$ cat config.mk
export PLATFORM = sky130hd
export DESIGN_NAME = dual_buck_setpoint_control
export DESIGN_NICKNAME = d
export VERILOG_FILES = /design/src/buck_pair_pkg.sv /design/src/dual_buck_setpoint_control.sv
export SDC_FILE = /design/constraint.sdc
export NUM_CORES = 1
export LEC_CHECK = 0
export ABC_AREA = 1
export BUFFER_PORTS_ARGS = -buffer_cell sky130_fd_sc_hd__buf_2
export CAP_MARGIN = 20
export CORE_AREA = 3 3 83 144
export DETAILED_ROUTE_END_ITERATION = 7
export DIE_AREA = 0 0 86 147
export PLACE_DENSITY_LB_ADDON = 0.25
export SYNTH_ARGS = -nofsm -noshare
export SYNTH_HDL_FRONTEND = slang
export SYNTH_SLANG_ARGS = --single-unit
$ cat constraint.sdc
create_clock -name i_sys_clk -period 10 [get_ports i_sys_clk]
set_clock_uncertainty 0.15 [all_clocks]
set_input_delay 0.5 -clock i_sys_clk [delete_from_list [all_inputs] [get_ports i_sys_clk]]
set_output_delay 0.5 -clock i_sys_clk [all_outputs]
set_load 0.01 [all_outputs]
$ cat src/buck_pair_pkg.sv
package buck_pair_pkg;

   // ************************************************************
   // Pairing codes and field widths
   // ************************************************************
   localparam logic [1:0] PAIR_SINGLE_0 = 2'h0;
   localparam logic [1:0] PAIR_SINGLE_1 = 2'h1;
   localparam logic [1:0] PAIR_RESERVED = 2'h2;
   localparam logic [1:0] PAIR_INDEP    = 2'h3;
   localparam int         CODE_W        = 6;
   localparam int         RANGE_POS     = 6;
   localparam int         MODE_W        = 4;

   // ************************************************************
   // Reset values and voltage steps in millivolts
   // ************************************************************
   localparam logic [5:0]  SETPOINT_RST  = 6'h00;
   localparam logic [3:0]  MODE_RST      = 4'h0;
   localparam logic        RANGE_DEFAULT = 1'b0;
   localparam logic [11:0] LOW_BASE_MV   = 12'h190;
   localparam logic [11:0] LOW_STEP_MV   = 12'h019;
   localparam logic [11:0] HIGH_BASE_MV  = 12'h320;
   localparam logic [11:0] HIGH_STEP_MV  = 12'h032;
   localparam logic [11:0] HIGH_MAX_MV   = 12'hce4;

   typedef enum logic [1:0]
   {
      OP_NORMAL  = 2'b00,
      OP_STANDBY = 2'b01,
      OP_SLEEP   = 2'b10
   } op_mode_t;

   typedef struct packed
   {
      logic       wr_normal;
      logic       wr_standby;
      logic       wr_sleep;
      logic       wr_mode;
      logic [5:0] code;
      logic [3:0] mode;
   } buck_wr_t;

   typedef struct packed
   {
      logic [6:0] normal;
      logic [6:0] standby;
      logic [6:0] sleep;
      logic [3:0] mode;
   } buck_regs_t;

   typedef struct packed
   {
      logic        enable;
      logic [6:0]  code;
      logic [11:0] mv;
      logic        invalid;
      logic [3:0]  mode;
   } buck_out_t;

endpackage

$ cat src/dual_buck_setpoint_control.sv
`timescale 1ns/10ps
// Notes on behaviour
// Two-bit pairing code: 00/01 combined, 11 independent, 10 reserved.
// Combined pairing: first regulator controls; software mirrors its setup.
// Independent pairing: each output uses only its own registers.
// Range-select bit of normal set-point is read-only to host writes.
// Range bit comes from default configuration or programmed storage.
// Low range: 0.40 V plus 25 mV per code step.
// High range: 0.800 V plus 50 mV per step, at most 3.300 V; codes above it are flagged invalid, not limited.
// Software should use high range only for 2.00 V to 3.300 V.
// Normal, standby and sleep each hold a separate six-bit code.
// Initial range bit copied into standby and sleep set-points.
// Software must not program outputs at or below 0.6 V.
// A four-bit field selects each regulator's switching mode.
// For targets under 2.0 V software uses codes 0 to 63.
// Host set-point writes change only the low six bits.
// Reserved pairing code 10 is flagged as not valid.
module dual_buck_setpoint_control
   import buck_pair_pkg::*;
(
   input  wire logic       i_sys_clk,
   input  wire logic       i_srst,
   input  wire logic       i_clk_en,
   input  wire logic [1:0] i_pairing_otp_code,
   input  wire logic       i_range_otp_programmed,
   input  wire logic       i_range_otp_value,
   input  wire op_mode_t   i_op_mode,
   input  wire buck_wr_t   i_wr_a,
   input  wire buck_wr_t   i_wr_b,
   output logic            o_pair_combined,
   output logic            o_pair_invalid,
   output buck_regs_t      o_regs_a,
   output buck_regs_t      o_regs_b,
   output buck_out_t       o_out_a,
   output buck_out_t       o_out_b
);

   // ************************************************************
   // Strap capture after reset release
   // ************************************************************
   logic       strap_done_ff;
   logic       nxt_strap_done;
   logic       range_ff;
   logic       nxt_range;
   logic [1:0] pairing_ff;
   logic [1:0] nxt_pairing;

   always_comb
   begin
      nxt_strap_done = 1'b1;
      nxt_range      = range_ff;
      nxt_pairing    = pairing_ff;
      if (!strap_done_ff)
      begin
         // Range source select.
         nxt_range   = i_range_otp_programmed ? i_range_otp_value
                                              : RANGE_DEFAULT;
         // Pairing code capture.
         nxt_pairing = i_pairing_otp_code;
      end
   end

   always_ff @(posedge i_sys_clk)
   begin
      if (i_srst)
      begin
         strap_done_ff <= 1'b0;
         range_ff      <= RANGE_DEFAULT;
         pairing_ff    <= PAIR_SINGLE_0;
      end
      else if (i_clk_en)
      begin
         strap_done_ff <= nxt_strap_done;
         range_ff      <= nxt_range;
         pairing_ff    <= nxt_pairing;
      end
   end

   // ************************************************************
   // Pairing decode
   // ************************************************************
   // Combined versus independent decode.
   assign o_pair_combined = (pairing_ff == PAIR_SINGLE_0) ||
                            (pairing_ff == PAIR_SINGLE_1);
   // Reserved code flagged.
   assign o_pair_invalid  = (pairing_ff == PAIR_RESERVED);

   // ************************************************************
   // Register banks for both regulators
   // ************************************************************
   buck_regs_t regs_a_ff;
   buck_regs_t regs_b_ff;
   buck_regs_t nxt_regs_a;
   buck_regs_t nxt_regs_b;

   function automatic buck_regs_t reg_update(buck_regs_t r, buck_wr_t w,
                                             logic first, logic rng);
      buck_regs_t n;
      n = r;
      // Range copied into all three set-points.
      if (first)
      begin
         n.normal[RANGE_POS]  = rng;
         n.standby[RANGE_POS] = rng;
         n.sleep[RANGE_POS]   = rng;
      end
      // Writes touch only the low six bits.
      if (w.wr_normal)
         n.normal[CODE_W-1:0] = w.code;
      // Separate standby and sleep codes.
      if (w.wr_standby)
         n.standby[CODE_W-1:0] = w.code;
      if (w.wr_sleep)
         n.sleep[CODE_W-1:0] = w.code;
      // Switching mode field.
      if (w.wr_mode)
         n.mode = w.mode;
      return n;
   endfunction

   always_comb
   begin
      // Each bank takes only its own write port.
      nxt_regs_a = reg_update(regs_a_ff, i_wr_a, !strap_done_ff, nxt_range);
      nxt_regs_b = reg_update(regs_b_ff, i_wr_b, !strap_done_ff, nxt_range);
   end

   always_ff @(posedge i_sys_clk)
   begin
      if (i_srst)
      begin
         regs_a_ff <= '{normal: {RANGE_DEFAULT, SETPOINT_RST},
                        standby: {RANGE_DEFAULT, SETPOINT_RST},
                        sleep: {RANGE_DEFAULT, SETPOINT_RST},
                        mode: MODE_RST};
         regs_b_ff <= '{normal: {RANGE_DEFAULT, SETPOINT_RST},
                        standby: {RANGE_DEFAULT, SETPOINT_RST},
                        sleep: {RANGE_DEFAULT, SETPOINT_RST},
                        mode: MODE_RST};
      end
      else if (i_clk_en)
      begin
         regs_a_ff <= nxt_regs_a;
         regs_b_ff <= nxt_regs_b;
      end
   end

   assign o_regs_a = regs_a_ff;
   assign o_regs_b = regs_b_ff;

   // ************************************************************
   // Active set-point and voltage
   // ************************************************************
   function automatic logic [6:0] pick(buck_regs_t r, op_mode_t m);
      logic [6:0] c;
      c = r.normal;
      case (m)
         OP_STANDBY: c = r.standby;
         OP_SLEEP:   c = r.sleep;
         default:    c = r.normal;
      endcase
      return c;
   endfunction

   function automatic logic [11:0] to_mv(logic [6:0] c);
      logic [11:0] v;
      // Low and high range steps.
      if (c[RANGE_POS])
         v = HIGH_BASE_MV + 12'(HIGH_STEP_MV * 12'(c[CODE_W-1:0]));
      else
         v = LOW_BASE_MV + 12'(LOW_STEP_MV * 12'(c[CODE_W-1:0]));
      return v;
   endfunction

   buck_out_t out_a_ff;
   buck_out_t out_b_ff;
   buck_out_t nxt_out_a;
   buck_out_t nxt_out_b;
   logic [6:0] code_a;
   logic [6:0] code_b;

   always_comb
   begin
      code_a = pick(regs_a_ff, i_op_mode);
      code_b = pick(regs_b_ff, i_op_mode);
      nxt_out_a.enable  = strap_done_ff && !o_pair_invalid;
      nxt_out_a.code    = code_a;
      nxt_out_a.mv      = to_mv(code_a);
      // Codes above the high-range ceiling are not valid.
      nxt_out_a.invalid = code_a[RANGE_POS] && (to_mv(code_a) > HIGH_MAX_MV);
      nxt_out_a.mode    = regs_a_ff.mode;
      // Combined pairing: second stage follows the first.
      nxt_out_b.enable  = strap_done_ff && !o_pair_invalid;
      nxt_out_b.code    = o_pair_combined ? code_a : code_b;
      nxt_out_b.mv      = o_pair_combined ? to_mv(code_a) : to_mv(code_b);
      nxt_out_b.invalid = nxt_out_b.code[RANGE_POS] &&
                          (nxt_out_b.mv > HIGH_MAX_MV);
      nxt_out_b.mode    = o_pair_combined ? regs_a_ff.mode : regs_b_ff.mode;
   end

   always_ff @(posedge i_sys_clk)
   begin
      if (i_srst)
      begin
         out_a_ff <= '0;
         out_b_ff <= '0;
      end
      else if (i_clk_en)
      begin
         out_a_ff <= nxt_out_a;
         out_b_ff <= nxt_out_b;
      end
   end

   assign o_out_a = out_a_ff;
   assign o_out_b = out_b_ff;

   // ************************************************************
   // Checks
   // ************************************************************
   // Range bit fixed.
   a_range_ro_a: assert property (
      @(posedge i_sys_clk) disable iff (i_srst)
      (strap_done_ff && $past(strap_done_ff)) |->
      $stable(regs_a_ff.normal[RANGE_POS]))
      else $error("range bit of a changed");
   // Range copy check.
   a_range_copy: assert property (
      @(posedge i_sys_clk) disable iff (i_srst)
      strap_done_ff |-> (regs_a_ff.standby[RANGE_POS] == range_ff &&
      regs_b_ff.sleep[RANGE_POS] == range_ff))
      else $error("range bit not copied");
   // Low bits stored.
   a_low_only: assert property (
      @(posedge i_sys_clk) disable iff (i_srst)
      (i_clk_en && i_wr_a.wr_normal && strap_done_ff) |=>
      regs_a_ff.normal[CODE_W-1:0] == $past(i_wr_a.code))
      else $error("normal code not stored");
   // Bank independence.
   a_indep_b: assert property (
      @(posedge i_sys_clk) disable iff (i_srst)
      (i_clk_en && !i_wr_b.wr_standby && strap_done_ff) |=>
      $stable(regs_b_ff.standby))
      else $error("bank b changed without write");
   // Low range voltage.
   // The edge that leaves reset still clears the outputs, so it is skipped.
   a_low_volt: assert property (
      @(posedge i_sys_clk) disable iff (i_srst)
      (!i_srst && i_clk_en && !code_a[RANGE_POS]) |=>
      out_a_ff.mv == LOW_BASE_MV + 12'(LOW_STEP_MV * 12'($past(code_a[5:0]))))
      else $error("low range voltage wrong");
   // Ceiling flag check.
   a_high_cap: assert property (
      @(posedge i_sys_clk) disable iff (i_srst)
      out_a_ff.invalid == (out_a_ff.code[RANGE_POS] &&
      (12'(out_a_ff.code[CODE_W-1:0]) >
      12'((HIGH_MAX_MV - HIGH_BASE_MV) / HIGH_STEP_MV))))
      else $error("high range above ceiling");
   // Pairing decode.
   a_pair_dec: assert property (
      @(posedge i_sys_clk) disable iff (i_srst)
      o_pair_combined |-> (pairing_ff[1] == 1'b0))
      else $error("pairing decode wrong");
   // Reserved code disables.
   a_resv_flag: assert property (
      @(posedge i_sys_clk) disable iff (i_srst)
      (o_pair_invalid && i_clk_en) |=> !out_a_ff.enable)
      else $error("reserved pairing enabled output");
   // Mode field stored.
   a_mode_store: assert property (
      @(posedge i_sys_clk) disable iff (i_srst)
      (i_clk_en && i_wr_b.wr_mode) |=> regs_b_ff.mode == $past(i_wr_b.mode))
      else $error("mode field not stored");

endmodule

==> results.cfg, run 1 <==
[run_status]
outcome = complete, no violations

[cells_and_area]
drive_gt1_share_pct = 18.4
fin_nets = 1154
n_antenna_cell = 0
area_delta_synth_final_pct = 14.3

[timing]
fmax_mhz = 213
maxSlewViolCount = 0
setup_tns_ns = 0
max-slew-margin-rel_pct = 34.3
worst_slew_pin_slew_ns = 0.976
final_hold_viol_count = 0
period_share_pct = 46.9
finalSetupViolCount = 0
rsz0062_at_grt = false
fin_crit_ns = 4.69

[clock_tree]
cts_resized = 0
cts_setup_buffers = 0
clk_latency_ns = 0.36
root_buffer = clkbuf_16
clk_pin_slew_ns = 0.08
cts.sinks = 96
cts_buffers = 9
clk_path_buf_depth = 2
cts_hold_buf = 0
cts_tree = built
htree_levels = 3

[synth]
synthSimpleGateAreaFrac_pct = 25.4
synthAdderAreaFrac_pct = 18.4
ys_seq_elements = 96
syn-num-nets = 1047
synth-xor-area-share_pct = 1.08
synth_top_family_by_area = simple AND/OR/NAND/NOR gates
syn_area_per_cell_sq_um = 7.10
synth_cell_types = 38
synth_warnings = 0
synth_area_sq_um = 6510
ys_async_sr_fraction_pct = 0
synth_cells = 917
synth_mux_area_share_pct = 0
synth_compound_area_share_pct = 15.3
synth-seq-area-share_pct = 29.5
synth-edff-count = 0
synth-main-ff-cell = dfxtp_1

[critical_path]
cpMaxStageDelayCell = o21ai_0
arrival_ns = 4.83
start_kind = input port
end_kind = flip-flop
cp.required_ns = 10.14
path_delay_family = adder cells
cp_max_fo = 22
crit_buf_inv = 5
slowest_delay_ns = 0.81
worstPathCellList = buf_2 -> inv_1 -> ha_1 -> inv_2 -> o21ai_0 -> inv_1 -> ha_1 -> ha_1 -> ha_1 -> ha_1 -> a21oi_1 -> nand3_1 -> nand2_1 -> nand3_1 -> inv_1 -> nand2_1 -> nand3_1 -> nand2_1 -> a21oi_1 -> nand3_2 -> a21oi_2
criticalPathCategory = input port to flip-flop
crit_top_cell = ha_1

[detailed_routing]
wl_met1_mm = 6.78
viasPerCell = 5.56
wl_per_cell_um = 15.5
vias = 6444
antenna_left = 0
drt_iter0_drc = 397
wl_met3_um = 985
first_pass_iters = 5
routed_wirelength_mm = 18.0
maxUsedRoutingLayer = met4
drcViolationCount = 0
met2_length_mm = 9.27

[global_route]
grt_first_pass_wirelength_mm = 29.4
grt_antenna_before_repair = 0
grt_usage_pct = 29.0
grt_pass1_vias = 6203
grt_max_degree = 70
grt-ovfl-total = 0

[hold_path]
hold_class = input port to flip-flop

[floorplan]
start_util_pct = 60.2
std_cell_rows = 50
core_area_sq_um = 10800
fp.dieArea_sq_um = 12600
ios = 139
die_w_um = 86
dieHeight_um = 147

[power_and_ir_drop]
power_density_nw_per_um2 = 178
total_power_mw = 1.32
ir_drop_mv = 0.119
p_leak_nw = 4.14

[job]
cap_violations = 0

[placed_design]
gp_congestion = 0.908
dpl.hpwl_mm = 13.6
io_buffers = 138
==> per-layer routing <==
| layer | GRT usage, % | up-vias |
|---|---|---|
| met5 | 0 | - |
| met4 | 15.8 | 0 |
| met3 | 4.83 | 64 |
| met2 | 51.4 | 241 |
| met1 | 32.2 | 2915 |
| li1 | - | 3224 |
==> synth_stat cells (5+ instances only) <==
| master | number | area share, % |
|---|---|---|
| a21oi_1 | 45 | 3.5 |
| clkbuf_1 | 16 | 0.92 |
| nand2_2 | 7 | 0.67 |
| inv_1 | 109 | 6.3 |
| dfxtp_1 | 96 | 30 |
| buf_4 | 15 | 1.7 |
| o211ai_1 | 18 | 2.1 |
| buf_2 | 7 | 0.54 |
| nor2_1 | 113 | 6.5 |
| nand3_2 | 10 | 1.5 |
| o21ai_1 | 7 | 0.54 |
| nand3_1 | 62 | 4.8 |
| nand4_1 | 7 | 0.67 |
| fa_1 | 5 | 1.5 |
| or2_2 | 5 | 0.48 |
| o21ai_0 | 84 | 6.5 |
| ha_1 | 88 | 17 |
| buf_1 | 6 | 0.35 |
| nand2_1 | 172 | 9.9 |
==> worst paths after layout <==
| check | start | endpoint | slack (ns) | cells after the start |
|---|---|---|---|---|
| hold / removal | i_pairing_otp_code[0] | pairing_ff[0] | 0.22 | 3 |
| setup reg to reg | o_regs_b[22] | o_out_b[4] | 5.80 | 18 |
| setup / recovery | i_op_mode[0] | o_out_b[4] | 5.31 | 21 |
| hold reg to reg | o_out_a[4] | o_out_a[4] | 0.32 | 2 |
==> placed cells by master (no fill, tap or decap), drive strengths merged <==
cell type and n:
or2 8, o21a 1, nand2 179, o211ai 18
nand3 72, o22ai 4, nor2 113, o21ai 94
nand4 7, ha 88, a31oi 4, a221o 3
dfxtp 96, buf 141, nor3 1, o221ai 3
clkinv 5, xnor2 4, clkbuf 9, and2 1
inv 116, xor2 4, nand3b 3, o21bai 3
fa 5, a21oi 46, o2111ai 1
==> layout make-up <==
class | count | area (sq um)
clock inverter | 7 | 72.6
multi-input combinational | 662 | 3920
timing repair buffer | 141 | 713
fill | 973 | 3380
inverter | 114 | 428
tap | 130 | 163
sequential | 96 | 1920
clock buffer | 9 | 225
==> metrics by stage <==
stage / instance area, sq um / util, % / hold slack, ns / cells / worst slack [ns]
CTS: 7440 / 68.8 / 0.223 / 1159 / 5.37
global route: 7440 / 68.8 / 0.259 / 1159 / 4.99
floorplan: 6510 / - / 0.285 / 917 / 5.65
global placement: 7150 / 66.0 / 0.301 / 1143 / 5.15
finish: 7440 / 68.8 / 0.222 / 1159 / 5.31
detailed placement: 7150 / 66.0 / 0.307 / 1143 / 5.02
==> cell families after synthesis <==
logic type,count (synthesis)
DFF,96
buffers and inverters,159
and+or+nand+nor,384
AOI/OAI and AO/OA,177
adders and majority gates,93
xor gates and xnor gates,8
==> registers in the layout (all words and copies together), names as in the netlist <==
| signal | count |
|---|---|
| o_out_a | 24 |
| o_out_b | 24 |
| o_regs_b | 23 |
| o_regs_a | 22 |
| pairing_ff | 2 |
| strap_done_ff | 1 |
==> worst reg2reg max path, stage by stage (launching register included) <==
cell and delay (ns):
dfxtp_1 0.33, inv_1 0.05, o21ai_0 0.77, inv_1 0.31, ha_1 0.41, ha_1 0.30, ha_1 0.28, ha_1 0.35
a21oi_1 0.19, nand3_1 0.10, nand2_1 0.12, nand3_1 0.12, inv_1 0.07, nand2_1 0.04, nand3_1 0.08, nand2_1 0.07
a21oi_1 0.17, nand3_2 0.09, a21oi_2 0.13
==> power by group <==
group          internal [mW]  switching, mW
clock                  0.177          0.173
combinational          0.200          0.336
sequential             0.414         0.0231
total                  0.790          0.532
Note: power is estimated with default switching activity, not from simulation.
==> run 2: changes to the inputs <==
CORE_AREA = 3 3 91 157   (was 3 3 83 144)
DIE_AREA = 0 0 94 160   (was 0 0 86 147)
clock period = 4 ns   (was 10 ns; I/O delays follow)
==> results.cfg, run 2 (synthesis gave the netlist of run 1 again) <==
[placed_design]
place_area_sq_um = 7660
dpl.hpwl_mm = 14.7
place_inst = 1246
io_buffers = 138
place_ws_ns = -0.150
gp_congestion = 0.885

[floorplan]
fp.dieArea_sq_um = 15000
start_util_pct = 49.8
ios = 139
core_area_sq_um = 13100
std_cell_rows = 55
dieHeight_um = 160
die_w_um = 94

[hold_path]
hold_class = input port to flip-flop

[timing]
fmax_mhz = 264
fin_hold_ws_ns = 0.0125
finalSetupViolCount = 0
worst_slew_pin_slew_ns = 0.976
max-slew-margin-rel_pct = 34.9
setup_slack_ns = 0.217
period_share_pct = 94.6
final_hold_viol_count = 0
fin_crit_ns = 3.78
maxSlewViolCount = 0

[critical_path]
r2r_slack_ns = 0.30
criticalPathCategory = input port to flip-flop
start_kind = input port
cp.required_ns = 4.14
cp_max_fo = 10
end_kind = flip-flop
arrival_ns = 3.92

[global_route]
grt_first_pass_wirelength_mm = 30.9
grt_usage_pct = 25.7
grt_antenna_before_repair = 0
grt_max_degree = 66
grt-ovfl-total = 0
grt_pass1_vias = 6573

[clock_tree]
clk_latency_ns = 0.35
cts_tree = built
cts.sinks = 96
clk_pin_slew_ns = 0.08
root_buffer = clkbuf_16
htree_levels = 3
cts_buffers = 9
clk_path_buf_depth = 2

[cells_and_area]
stdcell_count = 1280
n_antenna_cell = 0
area_delta_synth_final_pct = 26.1
fillerInstances = 1223
final_cell_mix = nand2_1, buf_2, nor2_1, inv_1, dfxtp_1
regArea_sq_um = 1920
fin_nets = 1234
layout_commonest_cell = nand2_1
drive_gt1_share_pct = 23.5
multi_input_comb_area_sq_um = 3970
design_area_sq_um = 8210

[detailed_routing]
drt_iter0_drc = 305
wl_per_cell_um = 15.0
drcViolationCount = 0
routed_wirelength_mm = 19.2
vias = 6702
viasPerCell = 5.24
antenna_left = 0
first_pass_iters = 4

[run_status]
outcome = complete, no violations

[power_and_ir_drop]
p_leak_nw = 4.53
ir_drop_mv = 0.257
power_density_nw_per_um2 = 440

[job]
cap_violations = 0
run 2: stage by stage:
step | setup TNS [ns] | util, % | power, mW
after global routing | -0.0501 | 62.8 | 3.86
after floorplan | 0 | - | 2.07
final | 0 | 62.8 | 3.61
after detailed placement | -0.581 | 58.6 | 2.64
after global placement | -0.275 | 58.6 | 2.63
after CTS | 0 | 62.4 | 3.58
run 2: layout make-up:
class | count | area share, %
clock inverters | 7 | 1.11
clock buffers | 9 | 2.74
repair buffers | 221 | 16.5
multi-input cells | 662 | 48.3
well taps | 171 | 2.61
flip-flops and latches | 96 | 23.4
inverters | 114 | 5.24
run 2: layer usage:
metal,vias to the layer above,wire (um),track usage [%]
met4,0,876,12.4
met2,212,10100,47.2
met1,3050,7400,27.8
met3,63,830,3.96
li1,3377,-,-
met5,-,0,0
run 2: what timing repair did:
item	CTS	global route
setup buffers	0	0
gates resized for setup	0	14
hold buffers	18	0
endpoints found under the hold margin	35	0
endpoints found under the setup margin	0	6
run 2: final timing paths:
kind | from | to | depth (start not counted)
worst max-delay path | i_op_mode[0] | o_out_b[4] | 25
worst min-delay path | i_wr_a[7] | o_regs_a[7] | 3
worst max register to register | o_regs_b[19] | o_out_b[4] | 18
worst min register to register | o_out_a[4] | o_out_a[4] | 2
run 2: power breakdown:
part           switching, mW  total [mW]  internal (mW)
registers             0.0544        1.09           1.03
logic                  0.912        1.61          0.696
clock network          0.463       0.917          0.454
run 2: worst max-delay path, cell delays in order:
cell	delay [ns]
buf_2	0.09
inv_1	0.04
ha_1	0.34
inv_4	0.08
buf_4	0.14
or2_1	0.22
nand2_1	0.13
inv_1	0.08
ha_1	0.20
ha_1	0.30
ha_1	0.31
inv_1	0.07
fa_1	0.54
inv_1	0.06
ha_1	0.27
nand2_1	0.05
nand3_1	0.11
o21ai_2	0.08
inv_1	0.06
nand2_1	0.04
nor2_1	0.11
nand2_1	0.11
nand3_2	0.10
nand3_2	0.07
a21oi_2	0.11
